===== config.mk =====
export PLATFORM = sky130hd
export DESIGN_NAME = smc_mode_ctrl
export DESIGN_NICKNAME = d
export VERILOG_FILES = /design/src/rtl/smc_tick.v /design/src/rtl/smc_mode_ctrl.v
export VERILOG_INCLUDE_DIRS = /design/src /design/src/rtl
export SDC_FILE = /design/constraint.sdc
export NUM_CORES = 1
export LEC_CHECK = 0
export ABC_CLOCK_PERIOD_IN_PS = 7350
export BUFFER_PORTS_ARGS = -buffer_cell sky130_fd_sc_hd__buf_2
export CORE_UTILIZATION = 28
export CTS_BUF_LIST = sky130_fd_sc_hd__clkbuf_8
export CTS_CLUSTER_DIAMETER = 60
export CTS_CLUSTER_SIZE = 30
export DETAILED_ROUTE_END_ITERATION = 6
export GPL_TIMING_DRIVEN = 0
export PLACE_DENSITY_LB_ADDON = 0.2
export SLEW_MARGIN = 20
export SYNTH_ARGS = -nofsm -noshare
export SYNTH_HDL_FRONTEND = slang
export SYNTH_HIERARCHICAL = 1
export SYNTH_SLANG_ARGS = --single-unit

===== constraint.sdc =====
create_clock -name clk_sys_in -period 7.35 [get_ports clk_sys_in]
set_clock_uncertainty 0.2 [all_clocks]
set_input_delay 1.1025 -clock clk_sys_in [delete_from_list [all_inputs] [get_ports clk_sys_in]]
set_output_delay 1.1025 -clock clk_sys_in [all_outputs]
set_load 0.03 [all_outputs]

===== src/rtl/smc_defs.vh =====
// Timing counts, state codes and field limits of the mode state controller.
`ifndef SMC_DEFS_VH
`define SMC_DEFS_VH

`define SMC_CLK_HZ          40000000
`define SMC_TICK_US         1000
`define SMC_TICK_CYCLES     ((`SMC_CLK_HZ / 1000000) * `SMC_TICK_US)

`define SMC_RST_MS          16'h0001
`define SMC_LONG_RST_MS     16'h000a
`define SMC_CFG_TMO_MS      16'h0100
`define SMC_NREQ_TMO_MS     16'h0100
`define SMC_FLASH_WD_MS     16'h7d00
`define SMC_OC_MAX_MS       16'h0020

`define SMC_ST_INIT_RST     8'h01
`define SMC_ST_INIT         8'h02
`define SMC_ST_RESET        8'h04
`define SMC_ST_NREQ         8'h08
`define SMC_ST_NORMAL       8'h10
`define SMC_ST_FLASH        8'h20
`define SMC_ST_LP_ON        8'h40
`define SMC_ST_LP_OFF       8'h80

`define SMC_SEC_INIT        2'h0
`define SMC_SEC_FLASH       2'h1
`define SMC_SEC_RESET       2'h2

`define SMC_LFSR_SEED       8'h5b
`define SMC_LFSR_TAPS       8'hb8

`endif


===== src/rtl/smc_tick.v =====
// Free-running prescaler that yields the common time base tick.
`timescale 1ns/1ps
module smc_tick #(
  parameter TICK_CYCLES = 40000
) (
  input  wire clk_sys_in,
  input  wire rst_in,
  output reg  tick_out
);
  reg [31:0] cnt_reg;

  always @(posedge clk_sys_in) begin
    if (rst_in) begin
      cnt_reg  <= 32'h0;
      tick_out <= 1'b0;
    end else if (cnt_reg == TICK_CYCLES - 1) begin
      cnt_reg  <= 32'h0;
      tick_out <= 1'b1;
    end else begin
      cnt_reg  <= cnt_reg + 32'h1;
      tick_out <= 1'b0;
    end
  end
endmodule


===== src/rtl/smc_mode_ctrl.v =====
// Operating-mode state machine of the system basis chip controller.
// Functional notes
// - Power-on: init reset, 1 ms low, supply-loss flag.
// - Missed config command returns to init reset.
// - Config follows init reset; 256 ms limit.
// - Init registers writable only in config.
// - Refresh leaves config; else init reset again.
// - Config re-entry only by secured command.
// - Config disables functions; supply on only debugging.
// - Watchdog failure or low supply enters reset.
// - Reset 1 ms; longer only after low supply.
// - Normal-request after reset or low-power wake.
// - Normal-request timeout resets; refresh goes normal.
// - Pass transistor enabled only normal and flash.
// - Normal mode needs periodic correct refresh.
// - Plain low-power entry; secured reset, config, flash.
// - Flash: 32 s watchdog, half-period interrupt.
// - Debug suppresses every watchdog timeout.
// - Debug ends on level loss or command.
// - Low power refused while wake flags set.
// - Supply-off mode wakes through reset, flags source.
// - Supply-on mode also wakes by command, overcurrent.
// - Overcurrent longer than selected time wakes.
// - Supply-on watchdog refreshed; wakes pulse interrupt.
// - Interrupt low level or timed pulse.
// - Fixed refresh word moves to normal.
// - Secured action needs inverted random code.
`timescale 1ns/1ps
`include "smc_defs.vh"
module smc_mode_ctrl #(
  parameter TICK_CYCLES = `SMC_TICK_CYCLES
) (
  input  wire       clk_sys_in,
  input  wire       rst_in,
  input  wire       debug_level_input_in,
  input  wire       vdd_low_in,
  input  wire       sleep_current_in,
  input  wire [4:0] wake_src_in,
  input  wire       wd_refresh_in,
  input  wire       wd_bad_in,
  input  wire       wd_window_in,
  input  wire [1:0] wd_period_sel_in,
  input  wire       init_wr_in,
  input  wire       lp_off_req_in,
  input  wire       lp_on_req_in,
  input  wire       nreq_wake_cmd_in,
  input  wire       lp_wd_refresh_in,
  input  wire       lp_wd_en_in,
  input  wire       flash_exit_in,
  input  wire       sec_req_in,
  input  wire [1:0] sec_target_in,
  input  wire       sec_confirm_in,
  input  wire [7:0] sec_code_in,
  input  wire       debug_exit_in,
  input  wire       long_rst_sel_in,
  input  wire [1:0] nreq_short_sel_in,
  input  wire [1:0] oc_time_sel_in,
  input  wire       can5v_ctl_in,
  input  wire [1:0] int_en_in,
  input  wire       int_pulse_sel_in,
  input  wire [1:0] int_width_sel_in,
  input  wire       int_clr_in,
  input  wire       wake_flag_clr_in,
  input  wire       supply_loss_clr_in,
  output wire [7:0] mode_out,
  output reg        rst_n_out,
  output reg        int_n_out,
  output wire       init_wr_accept_out,
  output reg        vdd_en_out,
  output reg        vdd_pnp_en_out,
  output reg        can5v_en_out,
  output reg        func_en_out,
  output reg        debug_active_out,
  output reg        supply_loss_flag_out,
  output reg  [4:0] wake_flags_out,
  output reg  [7:0] random_code_out
);
  localparam ST_INIT_RST = `SMC_ST_INIT_RST;
  localparam ST_INIT     = `SMC_ST_INIT;
  localparam ST_RESET    = `SMC_ST_RESET;
  localparam ST_NREQ     = `SMC_ST_NREQ;
  localparam ST_NORMAL   = `SMC_ST_NORMAL;
  localparam ST_FLASH    = `SMC_ST_FLASH;
  localparam ST_LP_ON    = `SMC_ST_LP_ON;
  localparam ST_LP_OFF   = `SMC_ST_LP_OFF;

  // Normal watchdog period in ticks, shared by normal and supply-on modes.
  function [15:0] wd_period;
    input [1:0] sel;
    begin
      case (sel)
        2'h0:    wd_period = 16'h000a;
        2'h1:    wd_period = 16'h002d;
        2'h2:    wd_period = 16'h0064;
        default: wd_period = 16'h015e;
      endcase
    end
  endfunction

  wire       tick;
  wire [7:0] raw_in;
  reg  [7:0] sync1_reg;
  reg  [7:0] sync2_reg;
  reg  [7:0] state_reg;
  reg  [7:0] state_next;
  reg [15:0] tmr_reg;
  reg [15:0] rst_len_reg;
  reg [15:0] rst_len_next;
  reg [15:0] nreq_len_reg;
  reg [15:0] nreq_len_next;
  reg [15:0] oc_cnt_reg;
  reg [15:0] int_cnt_reg;
  reg        refresh;
  reg        lp_wake;
  reg        dbg_next;
  reg        sec_pend_reg;
  reg  [1:0] sec_tgt_reg;
  reg  [7:0] lfsr_reg;
  reg        int_lvl_reg;
  reg        oc_prev_reg;

  wire       dbg_lvl   = sync2_reg[7];
  wire       vdd_low   = sync2_reg[6];
  wire       oc_high   = sync2_reg[5];
  wire [4:0] wake_sync = sync2_reg[4:0];
  wire       st_chg    = (state_next != state_reg);
  wire [15:0] wd_per   = wd_period(wd_period_sel_in);
  wire [15:0] oc_limit = `SMC_OC_MAX_MS >> (2'h3 - oc_time_sel_in);
  wire       sec_ok    = sec_pend_reg && sec_confirm_in && (sec_code_in == ~random_code_out);
  wire       flags_set = |wake_flags_out;
  wire       oc_wake   = oc_high && (oc_cnt_reg >= oc_limit);
  wire       oc_brief  = oc_prev_reg && !oc_high && (oc_cnt_reg < oc_limit);
  wire       flash_half = tick && (state_reg == ST_FLASH)
                          && (tmr_reg == (`SMC_FLASH_WD_MS >> 1));
  wire       int_event = (flash_half && int_en_in[0]) || (lp_wake && int_en_in[1]);

  assign raw_in = {debug_level_input_in, vdd_low_in, sleep_current_in, wake_src_in};
  assign mode_out = state_reg;
  assign init_wr_accept_out = init_wr_in && (state_reg == ST_INIT);

  smc_tick #(
    .TICK_CYCLES (TICK_CYCLES)
  ) u_tick (
    .clk_sys_in (clk_sys_in),
    .rst_in     (rst_in),
    .tick_out   (tick)
  );

  genvar gi;
  generate
    for (gi = 0; gi < 8; gi = gi + 1) begin : g_sync
      always @(posedge clk_sys_in) begin
        if (rst_in) begin
          sync1_reg[gi] <= 1'b0;
          sync2_reg[gi] <= 1'b0;
        end else begin
          sync1_reg[gi] <= raw_in[gi];
          sync2_reg[gi] <= sync1_reg[gi];
        end
      end
    end
  endgenerate

  // Commands not listed for the current state fall through untouched.
  always @* begin
    state_next    = state_reg;
    rst_len_next  = rst_len_reg;
    nreq_len_next = nreq_len_reg;
    refresh       = 1'b0;
    lp_wake       = 1'b0;
    case (state_reg)
      ST_INIT_RST: begin
        if (tmr_reg >= `SMC_RST_MS)
          state_next = ST_INIT;
      end
      ST_INIT: begin
        if (wd_refresh_in)
          state_next = ST_NORMAL;
        else if (!debug_active_out && tmr_reg >= `SMC_CFG_TMO_MS)
          state_next = ST_INIT_RST;
      end
      ST_RESET: begin
        if (tmr_reg >= rst_len_reg) begin
          state_next    = ST_NREQ;
          nreq_len_next = `SMC_NREQ_TMO_MS;
        end
      end
      ST_NREQ: begin
        if (vdd_low) begin
          state_next   = ST_RESET;
          rst_len_next = long_rst_sel_in ? `SMC_LONG_RST_MS : `SMC_RST_MS;
        end else if (wd_refresh_in)
          state_next = ST_NORMAL;
        else if (!debug_active_out && tmr_reg >= nreq_len_reg) begin
          state_next   = ST_RESET;
          rst_len_next = `SMC_RST_MS;
        end
      end
      ST_NORMAL: begin
        if (vdd_low) begin
          state_next   = ST_RESET;
          rst_len_next = long_rst_sel_in ? `SMC_LONG_RST_MS : `SMC_RST_MS;
        end else if (!debug_active_out && (wd_bad_in || tmr_reg >= wd_per
                     || (wd_window_in && wd_refresh_in && tmr_reg < (wd_per >> 1)))) begin
          state_next   = ST_RESET;
          rst_len_next = `SMC_RST_MS;
        end else if (wd_refresh_in)
          refresh = 1'b1;
        else if (sec_ok) begin
          rst_len_next = `SMC_RST_MS;
          case (sec_tgt_reg)
            `SMC_SEC_INIT:  state_next = ST_INIT;
            `SMC_SEC_FLASH: state_next = ST_FLASH;
            `SMC_SEC_RESET: state_next = ST_RESET;
            default:        state_next = state_reg;
          endcase
        end else if (lp_off_req_in && !flags_set)
          state_next = ST_LP_OFF;
        else if (lp_on_req_in && !flags_set)
          state_next = ST_LP_ON;
      end
      ST_FLASH: begin
        rst_len_next = `SMC_RST_MS;
        if (vdd_low) begin
          state_next   = ST_RESET;
          rst_len_next = long_rst_sel_in ? `SMC_LONG_RST_MS : `SMC_RST_MS;
        end else if (!debug_active_out && (wd_bad_in || tmr_reg >= `SMC_FLASH_WD_MS))
          state_next = ST_RESET;
        else if (flash_exit_in)
          state_next = ST_RESET;
        else if (wd_refresh_in)
          refresh = 1'b1;
      end
      ST_LP_ON: begin
        if (vdd_low) begin
          state_next   = ST_RESET;
          rst_len_next = long_rst_sel_in ? `SMC_LONG_RST_MS : `SMC_RST_MS;
        end else if ((|wake_sync) || nreq_wake_cmd_in || oc_wake) begin
          state_next = ST_NREQ;
          lp_wake    = 1'b1;
          nreq_len_next = wd_period(nreq_short_sel_in);
        end else if (lp_wd_refresh_in || oc_brief)
          refresh = 1'b1;
        else if (lp_wd_en_in && !debug_active_out && tmr_reg >= wd_per) begin
          state_next   = ST_RESET;
          rst_len_next = `SMC_RST_MS;
        end
      end
      ST_LP_OFF: begin
        if (|wake_sync) begin
          state_next   = ST_RESET;
          rst_len_next = `SMC_RST_MS;
        end
      end
      default: state_next = ST_INIT_RST;
    endcase
  end

  // Debug is only caught on leaving init reset; command beats the pin level.
  always @* begin
    dbg_next = debug_active_out;
    if (state_reg == ST_INIT_RST && state_next == ST_INIT)
      dbg_next = dbg_lvl;
    if (debug_exit_in || !dbg_lvl)
      dbg_next = 1'b0;
  end

  always @(posedge clk_sys_in) begin
    if (rst_in) begin
      state_reg            <= ST_INIT_RST;
      tmr_reg              <= 16'h0;
      rst_len_reg          <= `SMC_RST_MS;
      nreq_len_reg         <= `SMC_NREQ_TMO_MS;
      debug_active_out     <= 1'b0;
      supply_loss_flag_out <= 1'b1;
      wake_flags_out       <= 5'h0;
      oc_cnt_reg           <= 16'h0;
      oc_prev_reg          <= 1'b0;
    end else begin
      state_reg        <= state_next;
      rst_len_reg      <= rst_len_next;
      nreq_len_reg     <= nreq_len_next;
      debug_active_out <= dbg_next;
      oc_prev_reg      <= oc_high;
      // A single tick drives every mode timer so prescale scales them all.
      if (st_chg || refresh)
        tmr_reg <= 16'h0;
      else if (tick && tmr_reg != 16'hffff)
        tmr_reg <= tmr_reg + 16'h1;
      if (state_reg != ST_LP_ON || !oc_high)
        oc_cnt_reg <= oc_high ? 16'h0 : (oc_prev_reg ? oc_cnt_reg : 16'h0);
      else if (tick && oc_cnt_reg != 16'hffff)
        oc_cnt_reg <= oc_cnt_reg + 16'h1;
      if (supply_loss_clr_in)
        supply_loss_flag_out <= 1'b0;
      // New wake sources win over a clear in the same cycle.
      if ((state_reg == ST_LP_OFF || state_reg == ST_LP_ON) && (|wake_sync))
        wake_flags_out <= (wake_flag_clr_in ? 5'h0 : wake_flags_out) | wake_sync;
      else if (wake_flag_clr_in)
        wake_flags_out <= 5'h0;
    end
  end

  // Random code for secured commands; a fresh value is shown per request.
  always @(posedge clk_sys_in) begin
    if (rst_in) begin
      lfsr_reg        <= `SMC_LFSR_SEED;
      random_code_out <= 8'h0;
      sec_pend_reg    <= 1'b0;
      sec_tgt_reg     <= 2'h0;
    end else begin
      lfsr_reg <= lfsr_reg[0] ? ((lfsr_reg >> 1) ^ `SMC_LFSR_TAPS) : (lfsr_reg >> 1);
      if (sec_req_in && state_reg == ST_NORMAL) begin
        random_code_out <= lfsr_reg;
        sec_pend_reg    <= 1'b1;
        sec_tgt_reg     <= sec_target_in;
      end else if (sec_confirm_in || st_chg)
        sec_pend_reg <= 1'b0;
    end
  end

  // Supply-on wake-ups always pulse; other events follow the level or pulse choice.
  always @(posedge clk_sys_in) begin
    if (rst_in) begin
      int_lvl_reg <= 1'b0;
      int_cnt_reg <= 16'h0;
      int_n_out   <= 1'b1;
    end else begin
      if (int_event && !int_pulse_sel_in && !lp_wake)
        int_lvl_reg <= 1'b1;
      else if (int_clr_in)
        int_lvl_reg <= 1'b0;
      if (lp_wake || (int_event && int_pulse_sel_in))
        int_cnt_reg <= {14'h0, int_width_sel_in} + 16'h1;
      else if (tick && int_cnt_reg != 16'h0)
        int_cnt_reg <= int_cnt_reg - 16'h1;
      int_n_out <= !(int_lvl_reg || int_cnt_reg != 16'h0);
    end
  end

  always @(posedge clk_sys_in) begin
    if (rst_in) begin
      rst_n_out      <= 1'b0;
      vdd_en_out     <= 1'b1;
      vdd_pnp_en_out <= 1'b0;
      can5v_en_out   <= 1'b0;
      func_en_out    <= 1'b0;
    end else begin
      rst_n_out      <= !(state_next == ST_INIT_RST || state_next == ST_RESET);
      vdd_en_out     <= (state_next != ST_LP_OFF);
      vdd_pnp_en_out <= (state_next == ST_NORMAL || state_next == ST_FLASH);
      func_en_out    <= !(state_next == ST_INIT_RST || state_next == ST_INIT
                          || state_next == ST_LP_ON || state_next == ST_LP_OFF);
      if (state_next == ST_LP_ON || state_next == ST_LP_OFF || state_next == ST_INIT_RST)
        can5v_en_out <= 1'b0;
      else if (state_next == ST_INIT)
        can5v_en_out <= dbg_next;
      else
        can5v_en_out <= can5v_ctl_in || dbg_next;
    end
  end
endmodule


==> results of run 1 <==
## routing by layer
layer | track usage (%) | up-vias | share of wire (%)
li1 | - | 3502 | -
met1 | 21.7 | 3130 | 52
met2 | 23.3 | 137 | 43
met3 | 2.72 | 18 | 3.9
met4 | 5.17 | 0 | 1.5
met5 | 0 | - | 0
## cell type report
cell class / instances / area, um^2 / area share [%]
Multi-Input combinational cell: 719 / 4660 / 50.9
Sequential cell: 149 / 2980 / 32.6
Tap cell: 378 / 473 / 5.17
Timing Repair Buffer: 77 / 385 / 4.21
Clock buffer: 18 / 248 / 2.71
Inverter: 41 / 154 / 1.68
Buffer: 29 / 144 / 1.57
Clock inverter: 14 / 104 / 1.13
## how the worst max path moves through the flow
| stage | from | end |
|---|---|---|
| final | wd_period_sel_in[1] | tmr_reg[0] |
| after floorplan | wd_period_sel_in[1] | tmr_reg[0] |
| after CTS | wd_period_sel_in[1] | tmr_reg[0] |
| after global placement | wd_period_sel_in[1] | tmr_reg[6] |
| after global routing | wd_period_sel_in[1] | tmr_reg[1] |
| after detailed placement | wd_period_sel_in[1] | tmr_reg[0] |
## power by group through the flow
stage	clock (uW)	combinational (uW)	sequential (uW)
global route	645	119	829
floorplan	0	60.3	849
global placement	0	107	846
CTS	610	108	827
detailed placement	0	107	846
finish	589	106	827
## through the flow
step           instance area, um^2  total power (uW)  hold WS (ps)  setup WS [ps]  cells
6_report                      9150              1520           243           2860   1425
5_1_grt                       9150              1590           257           2700   1425
4_1_cts                       9150              1550           246           2940   1425
3_5_place_dp                  8800               953           225           2460   1393
3_3_place_gp                  8800               952           218           2480   1393
2_1_floorplan                 7940               909           214           3450    938
## cell families (layout without fill, tap and decap cells)
logic type,count (synthesis),count (layout),synth area share (%)
DFF,149,149,37.6
muxes,4,4,0.567
xor gates and xnor gates,81,81,8.93
AOI/OAI and AO/OA,125,125,10.7
buffers and inverters,70,179,3.75
adders and majority gates,46,46,7.25
and+or+nand+nor,463,463,31.3
## layout by cell type, fill, tap and decap left out, drive strengths merged, types with 4 or more instances in the layout
master,instances
or4,5
o31ai,5
nor4b,4
o211ai,4
ha,46
nand2b,11
a31oi,4
clkbuf,39
xor2,53
xnor2,28
a211oi,7
a21o,6
nand2,61
nor3,49
or2,8
nand3,58
o21bai,4
nor2,134
nor4,24
o21ai,20
buf,85
and2,9
or3,8
and4,6
nand4,36
nor2b,33
a21oi,42
and3,8
dfxtp,149
inv,48
clkinv,5
nand4b,6
==> out/qor.yml, run 1 <==
run_status:
  status: "complete, no violations"
synth:
  yosys.area.top_type_share_pct: 37.6
  syn_area_um2: 7940
  synthTopCellsByCount: "dfxtp_1, nor2_1, nand2_1"
  async_reset_ff_share_pct: 0
  synth_cells: 938
  synth_edf_count: 0
  syn_area_per_cell_um2: 8.47
  yosysMostFrequentCell: "dfxtp_1"
  ys.warnings.count: 6
  synth_largest_area_cell: "dfxtp_1"
  ys_seq_area_share_pct: 37.6
  synthDistinctLibCells: 71
  syn_nets: 1033
  ys_ff_latch: 149
  synthFlopType: "dfxtp_1"
  synth.area.top_cells: "dfxtp_1, ha_1, nor2_1"
placement:
  dp_hpwl_um: 16500
  place_congestion: 0.846
  io_buffers: 77
finish:
  final_nets: 1129
  area_growth_pct: 15.2
  post-route-util_pct: 32.9
  fillCellCount: 2994
  largest_register_ffs: 32
  antenna_cells: 0
  drive_above_1_share_pct: 14.7
pwr:
  power_frac_comb_pct: 7.0
  p_int_uw: 1100
  p_seq_share_pct: 54.3
  peakVddDrop_mv: 0.135
  clkPwrFrac_pct: 38.7
  power_density_nw_per_um2: 166
  switching_power_uw: 418
  switching_share_pct: 27.4
  power_leakage_uw: 0.00361
grt:
  grt_max_degree: 17
  track_usage_pct: 15.4
  grt_overflow_total: 0
  grt_pass1_vias: 6312
  grt_pass1_wl_um: 34500
  antenna_found_initial: 1
route:
  remaining_drc_errors: 0
  vias: 6787
  ant_nets: 0
  wl_um: 21700
  first_pass_iters: 5
  via_per_inst: 4.76
  drt_iter0_drc: 359
  avgRoutedWirePerCell_um: 15.2
job:
  drv_cap: 0
timing:
  rsz0062_at_grt: "false"
  finalHoldViolations: 0
  relSlewSlack_pct: 19.0
  setup_viol: 0
  fin_crit_sh_pct: 61.1
  worstMarginPinSlew_ps: 1200
  finalSetupTns_ps: 0
  final_max_slew_viol_count: 0
  min_period_ps: 4490
  fmax_mhz: 223
hold_path:
  holdPathStages: 1
  min_path_type: "reg2reg"
  min_from: "sync1_reg[1]"
  min_to: "sync2_reg[1]"
critical_path:
  critPathMaxFanout: 10
  path_buf_inv: 4
  required_ps: 7490
  crit_cells: 14
  worst-setup-path-type: "in2reg"
  rr_worst_depth: 10
  critPathSlowestCell: "o32ai_1"
  r2r_end: "tmr_reg[0]"
  rr_startpoint: "tmr_reg[3]"
  cp-end-kind: "flop"
  cp-start-kind: "input pin"
  arrival_ps: 4630
  cpPeakStageDelay_ps: 550
  r2r_setup_slack_ps: 3520
  path_delay_family: "compound AO/OA/AOI/OAI gates"
  crit_chain: "buf_2 -> inv_1 -> ha_1 -> inv_1 -> ha_1 -> nand4b_1 -> nor2_1 -> o31ai_1 -> a41oi_1 -> nand2b_1 -> and2_1 -> o32ai_1 -> buf_2 -> nor3_2"
cts:
  insertion_delay_ps: 460
  postCtsSetupRepairBufs: 0
  cts-resized-gates: 0
  max-clock-path-buffers: 2
  htree_num_levels: 4
  clock-root-buffer: "clkbuf_8"
  clkSlewWorstSetupHoldPaths_ps: 80
  cts_hold_buf: 0
  cts-buffers-inserted: 17
  cts_sinks: 149
  cts_tree: "done"
floorplanning:
  dieArea_um2: 29000
  row_count: 61
  io_pins: 79
  initial_utilization_pct: 28.5
  die_width_um: 170
  core-area_um2: 27900
  die_h_um: 170
No activity file was read; power rests on OpenSTA's default activity.
==> run 2, diff against run 1 <==
--- a/config.mk
+++ b/config.mk
@@ -6,7 +6,7 @@
 export SDC_FILE = /design/constraint.sdc
 export NUM_CORES = 1
 export LEC_CHECK = 0
-export ABC_CLOCK_PERIOD_IN_PS = 7350
+export ABC_CLOCK_PERIOD_IN_PS = 3700
 export BUFFER_PORTS_ARGS = -buffer_cell sky130_fd_sc_hd__buf_2
 export CORE_UTILIZATION = 28
 export CTS_BUF_LIST = sky130_fd_sc_hd__clkbuf_8
==> constraint.sdc (replaced) <==
create_clock -name clk_sys_in -period 3.7 [get_ports clk_sys_in]
set_clock_uncertainty 0.2 [all_clocks]
set_input_delay 0.555 -clock clk_sys_in [delete_from_list [all_inputs] [get_ports clk_sys_in]]
set_output_delay 0.555 -clock clk_sys_in [all_outputs]
set_load 0.03 [all_outputs]
==> run 2 against run 1 <==
Compared with the run above: combinational power rose by 100%; register-to-register slack got worse by 3300 ps; sequential share of layout area fell by 0.12 points; critical endpoint is now tmr_reg[7].
==> out/qor.yml, run 2 (synthesized netlist as in run 1, its figures left out) <==
pwr:
  power_leakage_uw: 0.00361  # about the same
  switching_share_pct: 27.4  # about the same
  switching_power_uw: 829  # was 418 uW
  power_density_nw_per_um2: 329  # was 166 nW/um^2
  power_frac_comb_pct: 7.1  # was 7.0%
  clkPwrFrac_pct: 38.6  # was 38.7%
  peakVddDrop_mv: 0.268  # was 0.135 mV
  p_seq_share_pct: 54.3  # about the same
  p_int_uw: 2200  # was 1100 uW
floorplanning:
  die_width_um: 170  # unchanged
  row_count: 61  # unchanged
  dieArea_um2: 29000  # unchanged
  core-area_um2: 27900  # unchanged
  die_h_um: 170  # unchanged
  initial_utilization_pct: 28.5  # unchanged
  io_pins: 79  # unchanged
grt:
  grt_overflow_total: 0  # unchanged
  track_usage_pct: 15.4  # about the same
  gr-usage-met1_pct: 21.7  # about the same
  gr-usage-met2_pct: 23.3  # unchanged
  grt_pass1_wl_um: 34500  # about the same
  globalRouteMet3Util_pct: 2.72  # unchanged
  antenna_found_initial: 1  # unchanged
  grt_pass1_vias: 6312  # unchanged
  grt.busiest_layer: "met2"  # unchanged
  grt_max_degree: 17  # unchanged
timing:
  fmax_mhz: 282
  rsz0062_at_grt: "false"  # unchanged
  fin_crit_sh_pct: 95.9
  whs_ps: 108  # was 243 ps
  finalHoldViolations: 0  # unchanged
  worstMarginPinSlew_ps: 1150  # was 1200 ps
  final_max_slew_viol_count: 0  # unchanged
  relSlewSlack_pct: 22.2  # was 19.0%
  setup_viol: 0  # unchanged
  min_period_ps: 3550
finish:
  fin_cells: 1425  # unchanged
  ff_latch_area_um2: 2980  # unchanged
  antenna_cells: 0  # unchanged
  final_common_cell: "dfxtp_1"  # unchanged
  final_cell_mix: "dfxtp_1, nor2_1, buf_2"  # unchanged
  drive_above_1_share_pct: 15.2  # was 14.7%
  post-route-util_pct: 33.0  # was 32.9%
  area_growth_pct: 15.6  # was 15.2%
  fillCellCount: 2986  # was 2994
  final_nets: 1129  # unchanged
  largest_register_ffs: 32  # unchanged
  multiInputGateArea_um2: 4690  # was 4660 um^2
route:
  ant_nets: 0  # unchanged
  remaining_drc_errors: 0  # unchanged
  via_per_inst: 4.78  # was 4.76
  wl_um: 21700  # about the same
  vias: 6817  # was 6787
  drt_iter0_drc: 342  # was 359
  first_pass_iters: 4  # was 5
  avgRoutedWirePerCell_um: 15.2  # about the same
job:
  drv_cap: 0  # unchanged
critical_path:
  cp-start-kind: "input pin"  # unchanged
  required_ps: 3880  # was 7490 ps
  cp-end-kind: "flop"  # unchanged
  rr_startpoint: "tmr_reg[0]"  # was tmr_reg[3]
  rr_worst_depth: 11  # was 10
  r2r_setup_slack_ps: 220  # was 3520 ps
  worst-setup-path-type: "in2reg"  # unchanged
  crit_path_end: "tmr_reg[7]"  # was tmr_reg[0]
  crit_path_start: "wd_period_sel_in[1]"  # unchanged
  critPathMaxFanout: 10  # unchanged
  arrival_ps: 3730  # was 4630 ps
  r2r_end: "tmr_reg[7]"  # was tmr_reg[0]
cts:
  cts-buffers-inserted: 17  # unchanged
  htree_num_levels: 4  # unchanged
  clkSlewWorstSetupHoldPaths_ps: 80  # about the same
  cts_tree: "done"  # unchanged
  max-clock-path-buffers: 2  # unchanged
  insertion_delay_ps: 460  # about the same
  postCtsSetupRepairBufs: 0  # unchanged
  cts_sinks: 149  # unchanged
  clock-root-buffer: "clkbuf_8"  # unchanged
run_status:
  status: "complete, no violations"  # unchanged
placement:
  io_buffers: 77  # unchanged
  place_congestion: 0.846  # unchanged
  dpl.cell_count: 1393  # unchanged
  dp_hpwl_um: 16500  # unchanged
hold_path:
  min_path_type: "in2reg"  # was reg2reg
[run 2: worst min path at each step]
stage / start / to / slack [ps] / cells after the start
6_report: wake_src_in[2] / sync1_reg[2] / 110 / 2
3_3_place_gp: sync1_reg[3] / sync2_reg[3] / 220 / 1
4_1_cts: wake_src_in[4] / sync1_reg[4] / 80 / 2
3_5_place_dp: sync1_reg[3] / sync2_reg[3] / 220 / 1
5_1_grt: wake_src_in[2] / sync1_reg[2] / 90 / 2
2_1_floorplan: sync1_reg[7] / dbg_lvl / 210 / 1
[run 2: cell type report]
type	instances	share of cell area (%)
well taps	378	5.15
flip-flops and latches	149	32.5
clock buffers	18	2.70
multi-input cells	719	51.1
inverters	41	1.68
plain buffers	29	1.59
repair buffers	77	4.20
clock inverters	14	1.13
[run 2: metal layers]
metal | part of all wire [%] | vias to the layer above
met5 | 0 | -
met4 | 1.3 | 0
met3 | 4.2 | 15
met2 | 43 | 139
met1 | 51 | 3161
li1 | - | 3502
[run 2: power by group through the flow]
stage                     combinational [uW]  clock (uW)  sequential, uW
after floorplan                          120           0            1690
after global placement                   212           0            1680
after detailed placement                 213           0            1680
after CTS                                215        1210            1640
after global routing                     239        1280            1650
final                                    214        1170            1640
[run 2: through the flow]
step                setup WS [ps]  setup TNS [ps]  area [um^2]  total power (uW)
CTS                          40.7               0         9160              3070
finish                        151               0         9190              3020
global placement             -622           -9420         8800              1890
global route                 1.02               0         9190              3170
floorplan                     347               0         7940              1810
detailed placement           -645           -9620         8800              1890
[run 2: repair_timing]
| item | CTS | global route |
|---|---|---|
| hold buffers | 0 | 0 |
| pin swaps | 0 | 0 |
| gates resized for setup | 1 | 6 |
| setup endpoints to repair | 10 | 13 |
[run 2: critical path, cell delays in order]
cell and delay [ps]:
buf_2 110, inv_1 90, ha_1 340, inv_1 80, ha_1 290, nand4b_1 150
a211oi_1 260, o31ai_2 130, a41oi_1 510, nand2b_1 290, a311o_1 220, o2111ai_4 270
buf_6 250, nor3_2 170
==> run 3, diff against run 2 <==
--- a/config.mk
+++ b/config.mk
@@ -18,5 +18,4 @@
 export SLEW_MARGIN = 20
 export SYNTH_ARGS = -nofsm -noshare
 export SYNTH_HDL_FRONTEND = slang
-export SYNTH_HIERARCHICAL = 1
 export SYNTH_SLANG_ARGS = --single-unit
==> run 3 against run 2 <==
Compared with the run above: combinational power is 20% lower; largest cell class unchanged; clock power is 11% higher; critical path depth is 3 lower; critical path type unchanged; register-to-register slack worse by 80 ps; largest power group unchanged.
==> out/qor.yml, run 3 <==
synth:
  ys.warnings.count: 0  # was 6
  synthTopCellsByCount: "dfxtp_1, nor2_1, nand2_1"  # unchanged
  synthDistinctLibCells: 79  # was 71
  yosysMostFrequentCell: "dfxtp_1"  # unchanged
  async_reset_ff_share_pct: 0  # unchanged
  ys_seq_area_share_pct: 37.5  # was 37.6%
  ys_ff_latch: 149  # unchanged
  syn_area_um2: 7960  # was 7940 um^2
  synth.area.top_cells: "dfxtp_1, ha_1, nor2_1"  # unchanged
  synth_largest_area_cell: "dfxtp_1"  # unchanged
  synth_edf_count: 0  # unchanged
  syn_nets: 1036  # was 1033
  syn_area_per_cell_um2: 8.46  # was 8.47 um^2
  synth_cells: 941  # was 938
  yosys.area.top_type_share_pct: 37.5  # was 37.6%
  synthFlopType: "dfxtp_1"  # unchanged
grt:
  track_usage_pct: 15.5  # was 15.4%
  antenna_found_initial: 0  # was 1
  grt_pass1_vias: 6494  # was 6312
  grt_max_degree: 17  # unchanged
  grt_pass1_wl_um: 34900  # was 34500 um
  grt_overflow_total: 0  # unchanged
pwr:
  power_density_nw_per_um2: 335  # was 329 nW/um^2
  finalPower_uw: 3100  # was 3020 uW
  peakVddDrop_mv: 0.188  # was 0.268 mV
  power_leakage_uw: 0.00361  # about the same
route:
  vias: 6848  # was 6817
  drt_iter0_drc: 383  # was 342
  wl_met1_um: 11400  # was 11100 um
  first_pass_iters: 4  # unchanged
  ant_nets: 0  # unchanged
  avgRoutedWirePerCell_um: 15.1  # was 15.2 um
  remaining_drc_errors: 0  # unchanged
  via_per_inst: 4.79  # was 4.78
  routed-wl-met3_um: 768  # was 902 um
  wl_um: 21700  # about the same
  met2_length_um: 9190  # was 9350 um
  dr.max_layer_used: "met4"  # unchanged
hold_path:
  min_path_type: "in2reg"  # unchanged
cts:
  cts_hold_buf: 0  # unchanged
  clock-root-buffer: "clkbuf_8"  # unchanged
  max-clock-path-buffers: 2  # unchanged
  cts_sinks: 149  # unchanged
  cts_tree: "done"  # unchanged
  clkSlewWorstSetupHoldPaths_ps: 80  # about the same
  insertion_delay_ps: 450  # was 460 ps
  cts-buffers-inserted: 17  # unchanged
  htree_num_levels: 4  # unchanged
placement:
  dp_hpwl_um: 16300  # was 16500 um
  place_area_um2: 8820  # was 8800 um^2
  dpl.cell_count: 1396  # was 1393
  io_buffers: 77  # unchanged
  place_congestion: 0.884  # was 0.846
finish:
  final_common_cell: "dfxtp_1"  # unchanged
  final_cell_mix: "dfxtp_1, nor2_1, buf_2"  # unchanged
  fillCellCount: 2974  # was 2986
  final_nets: 1135  # was 1129
  post-route-util_pct: 33.2  # was 33.0%
  ff_latch_area_um2: 2980  # unchanged
  antenna_cells: 0  # unchanged
  area_growth_pct: 16.1  # was 15.6%
  largest_register_ffs: 32  # unchanged
  multiInputGateArea_um2: 4670  # was 4690 um^2
  fin_cells: 1431  # was 1425
  drive_above_1_share_pct: 14.7  # was 15.2%
  stdcell_area_um2: 9250  # was 9190 um^2
critical_path:
  worst-setup-path-type: "in2reg"  # unchanged
  critPathSlowestCell: "nor4_1"  # was a41oi_1
  required_ps: 3860  # was 3880 ps
  cp-end-kind: "flop"  # unchanged
  cp-start-kind: "input pin"  # unchanged
  path_buf_inv: 2  # was 4
  path_delay_family: "simple AND/OR/NAND/NOR gates"  # was compound AO/OA/AOI/OAI gates
  crit_chain: "buf_2 -> or2_2 -> ha_1 -> o21ai_0 -> a211oi_1 -> a2111o_1 -> nor4_1 -> o221a_2 -> nand4b_4 -> buf_4 -> nor3_1"  # was buf_2 -> inv_1 -> ha_1 -> inv_1 -> ha_1 -> nand4b_1 -> a211oi_1 -> o31ai_2 -> a41oi_1 -> nand2b_1 -> a311o_1 -> o2111ai_4 -> buf_6 -> nor3_2
  critPathMaxFanout: 6  # was 10
  cpPeakStageDelay_ps: 660  # was 510 ps
  arrival_ps: 3780  # was 3730 ps
timing:
  rsz0062_at_grt: "false"  # unchanged
  whs_ps: 78.6  # was 108 ps
  finalHoldViolations: 0  # unchanged
  min_period_ps: 3620  # was 3550 ps
  worstMarginPinSlew_ps: 738  # was 1150 ps
  final_max_slew_viol_count: 0  # unchanged
  fmax_mhz: 276  # was 282 MHz
  relSlewSlack_pct: 50.3  # was 22.2%
  fin_crit_sh_pct: 97.9  # was 95.9%
  setup_viol: 0  # unchanged
floorplanning:
  die_h_um: 171  # was 170 um
  dieArea_um2: 29100  # was 29000 um^2
  io_pins: 79  # unchanged
  core-area_um2: 27900  # unchanged
  die_width_um: 171  # was 170 um
  row_count: 61  # unchanged
  initial_utilization_pct: 28.6  # was 28.5%
run_status:
  status: "complete, no violations"  # unchanged
job:
  drv_cap: 0  # unchanged
## run 3: cell count changes in the layout (fill, tap and decap cells not counted), sizes merged, moves of 13 or more
cell and delta:
nand2 +19, nand3 -21, xnor2 +16, xor2 -16
nand4 -18, nor2 -13
## run 3: metal layers
| metal | GRT usage (%) | vias to the layer above |
|---|---|---|
| met2 | 23.7 | 120 |
| met3 | 3.12 | 15 |
| li1 | - | 3493 |
| met4 | 4.27 | 0 |
| met5 | 0 | - |
| met1 | 21.9 | 3220 |
## run 3: final timing paths
| kind | endpoint | startpoint | cells past startpoint | slack (ps) |
|---|---|---|---|---|
| min | supply_loss_flag_out | supply_loss_clr_in | 2 | 80 |
| min reg2reg | sync2_reg[2] | sync1_reg[2] | 1 | 240 |
| max | tmr_reg[0] | oc_time_sel_in[0] | 11 | 80 |
| max reg2reg | tmr_reg[0] | tmr_reg[0] | 11 | 140 |
## run 3: metrics by stage
| stage | TNS (ps) | setup slack, ps |
|---|---|---|
| 2_1_floorplan | 0 | 272 |
| 3_3_place_gp | -6680 | -444 |
| 3_5_place_dp | -5240 | -350 |
| 4_1_cts | 0 | 37.8 |
| 5_1_grt | 0 | 8.98 |
| 6_report | 0 | 79.3 |
## run 3: cell families after synthesis
logic type               after synthesis  share of synthesized area [%]
flip-flops                           149                           37.5
adder cells (fa/ha/maj)               46                           7.23
AO/OA/AOI/OAI                        145                           13.0
buffers and inverters                 79                           3.94
AND/OR/NAND/NOR                      437                           28.9
multiplexers                           4                          0.534
XOR/XNOR                              81                           8.91
## run 3: cell type report
class | count | share of cell area, %
multi-input cells | 713 | 50.5
flip-flops and latches | 149 | 32.3
well taps | 378 | 5.12
repair buffers | 80 | 4.41
clock buffers | 18 | 2.68
inverters | 43 | 1.75
plain buffers | 36 | 1.65
clock inverters | 14 | 1.61
## run 3: what timing repair did
item	in CTS	in global routing
setup buffers	1	2
endpoints found under the setup margin	12	20
hold endpoints to repair	0	0
pin swaps	1	1
resized for setup	0	2
## run 3: report_power, final
part / total (uW) / switching, uW / internal, uW / leakage (uW)
logic: 171 / 102 / 68.4 / 0.00220
clock network: 1300 / 675 / 623 / 0.000198
registers: 1630 / 10.9 / 1620 / 0.00121
total: 3100 / 788 / 2310 / 0.00361
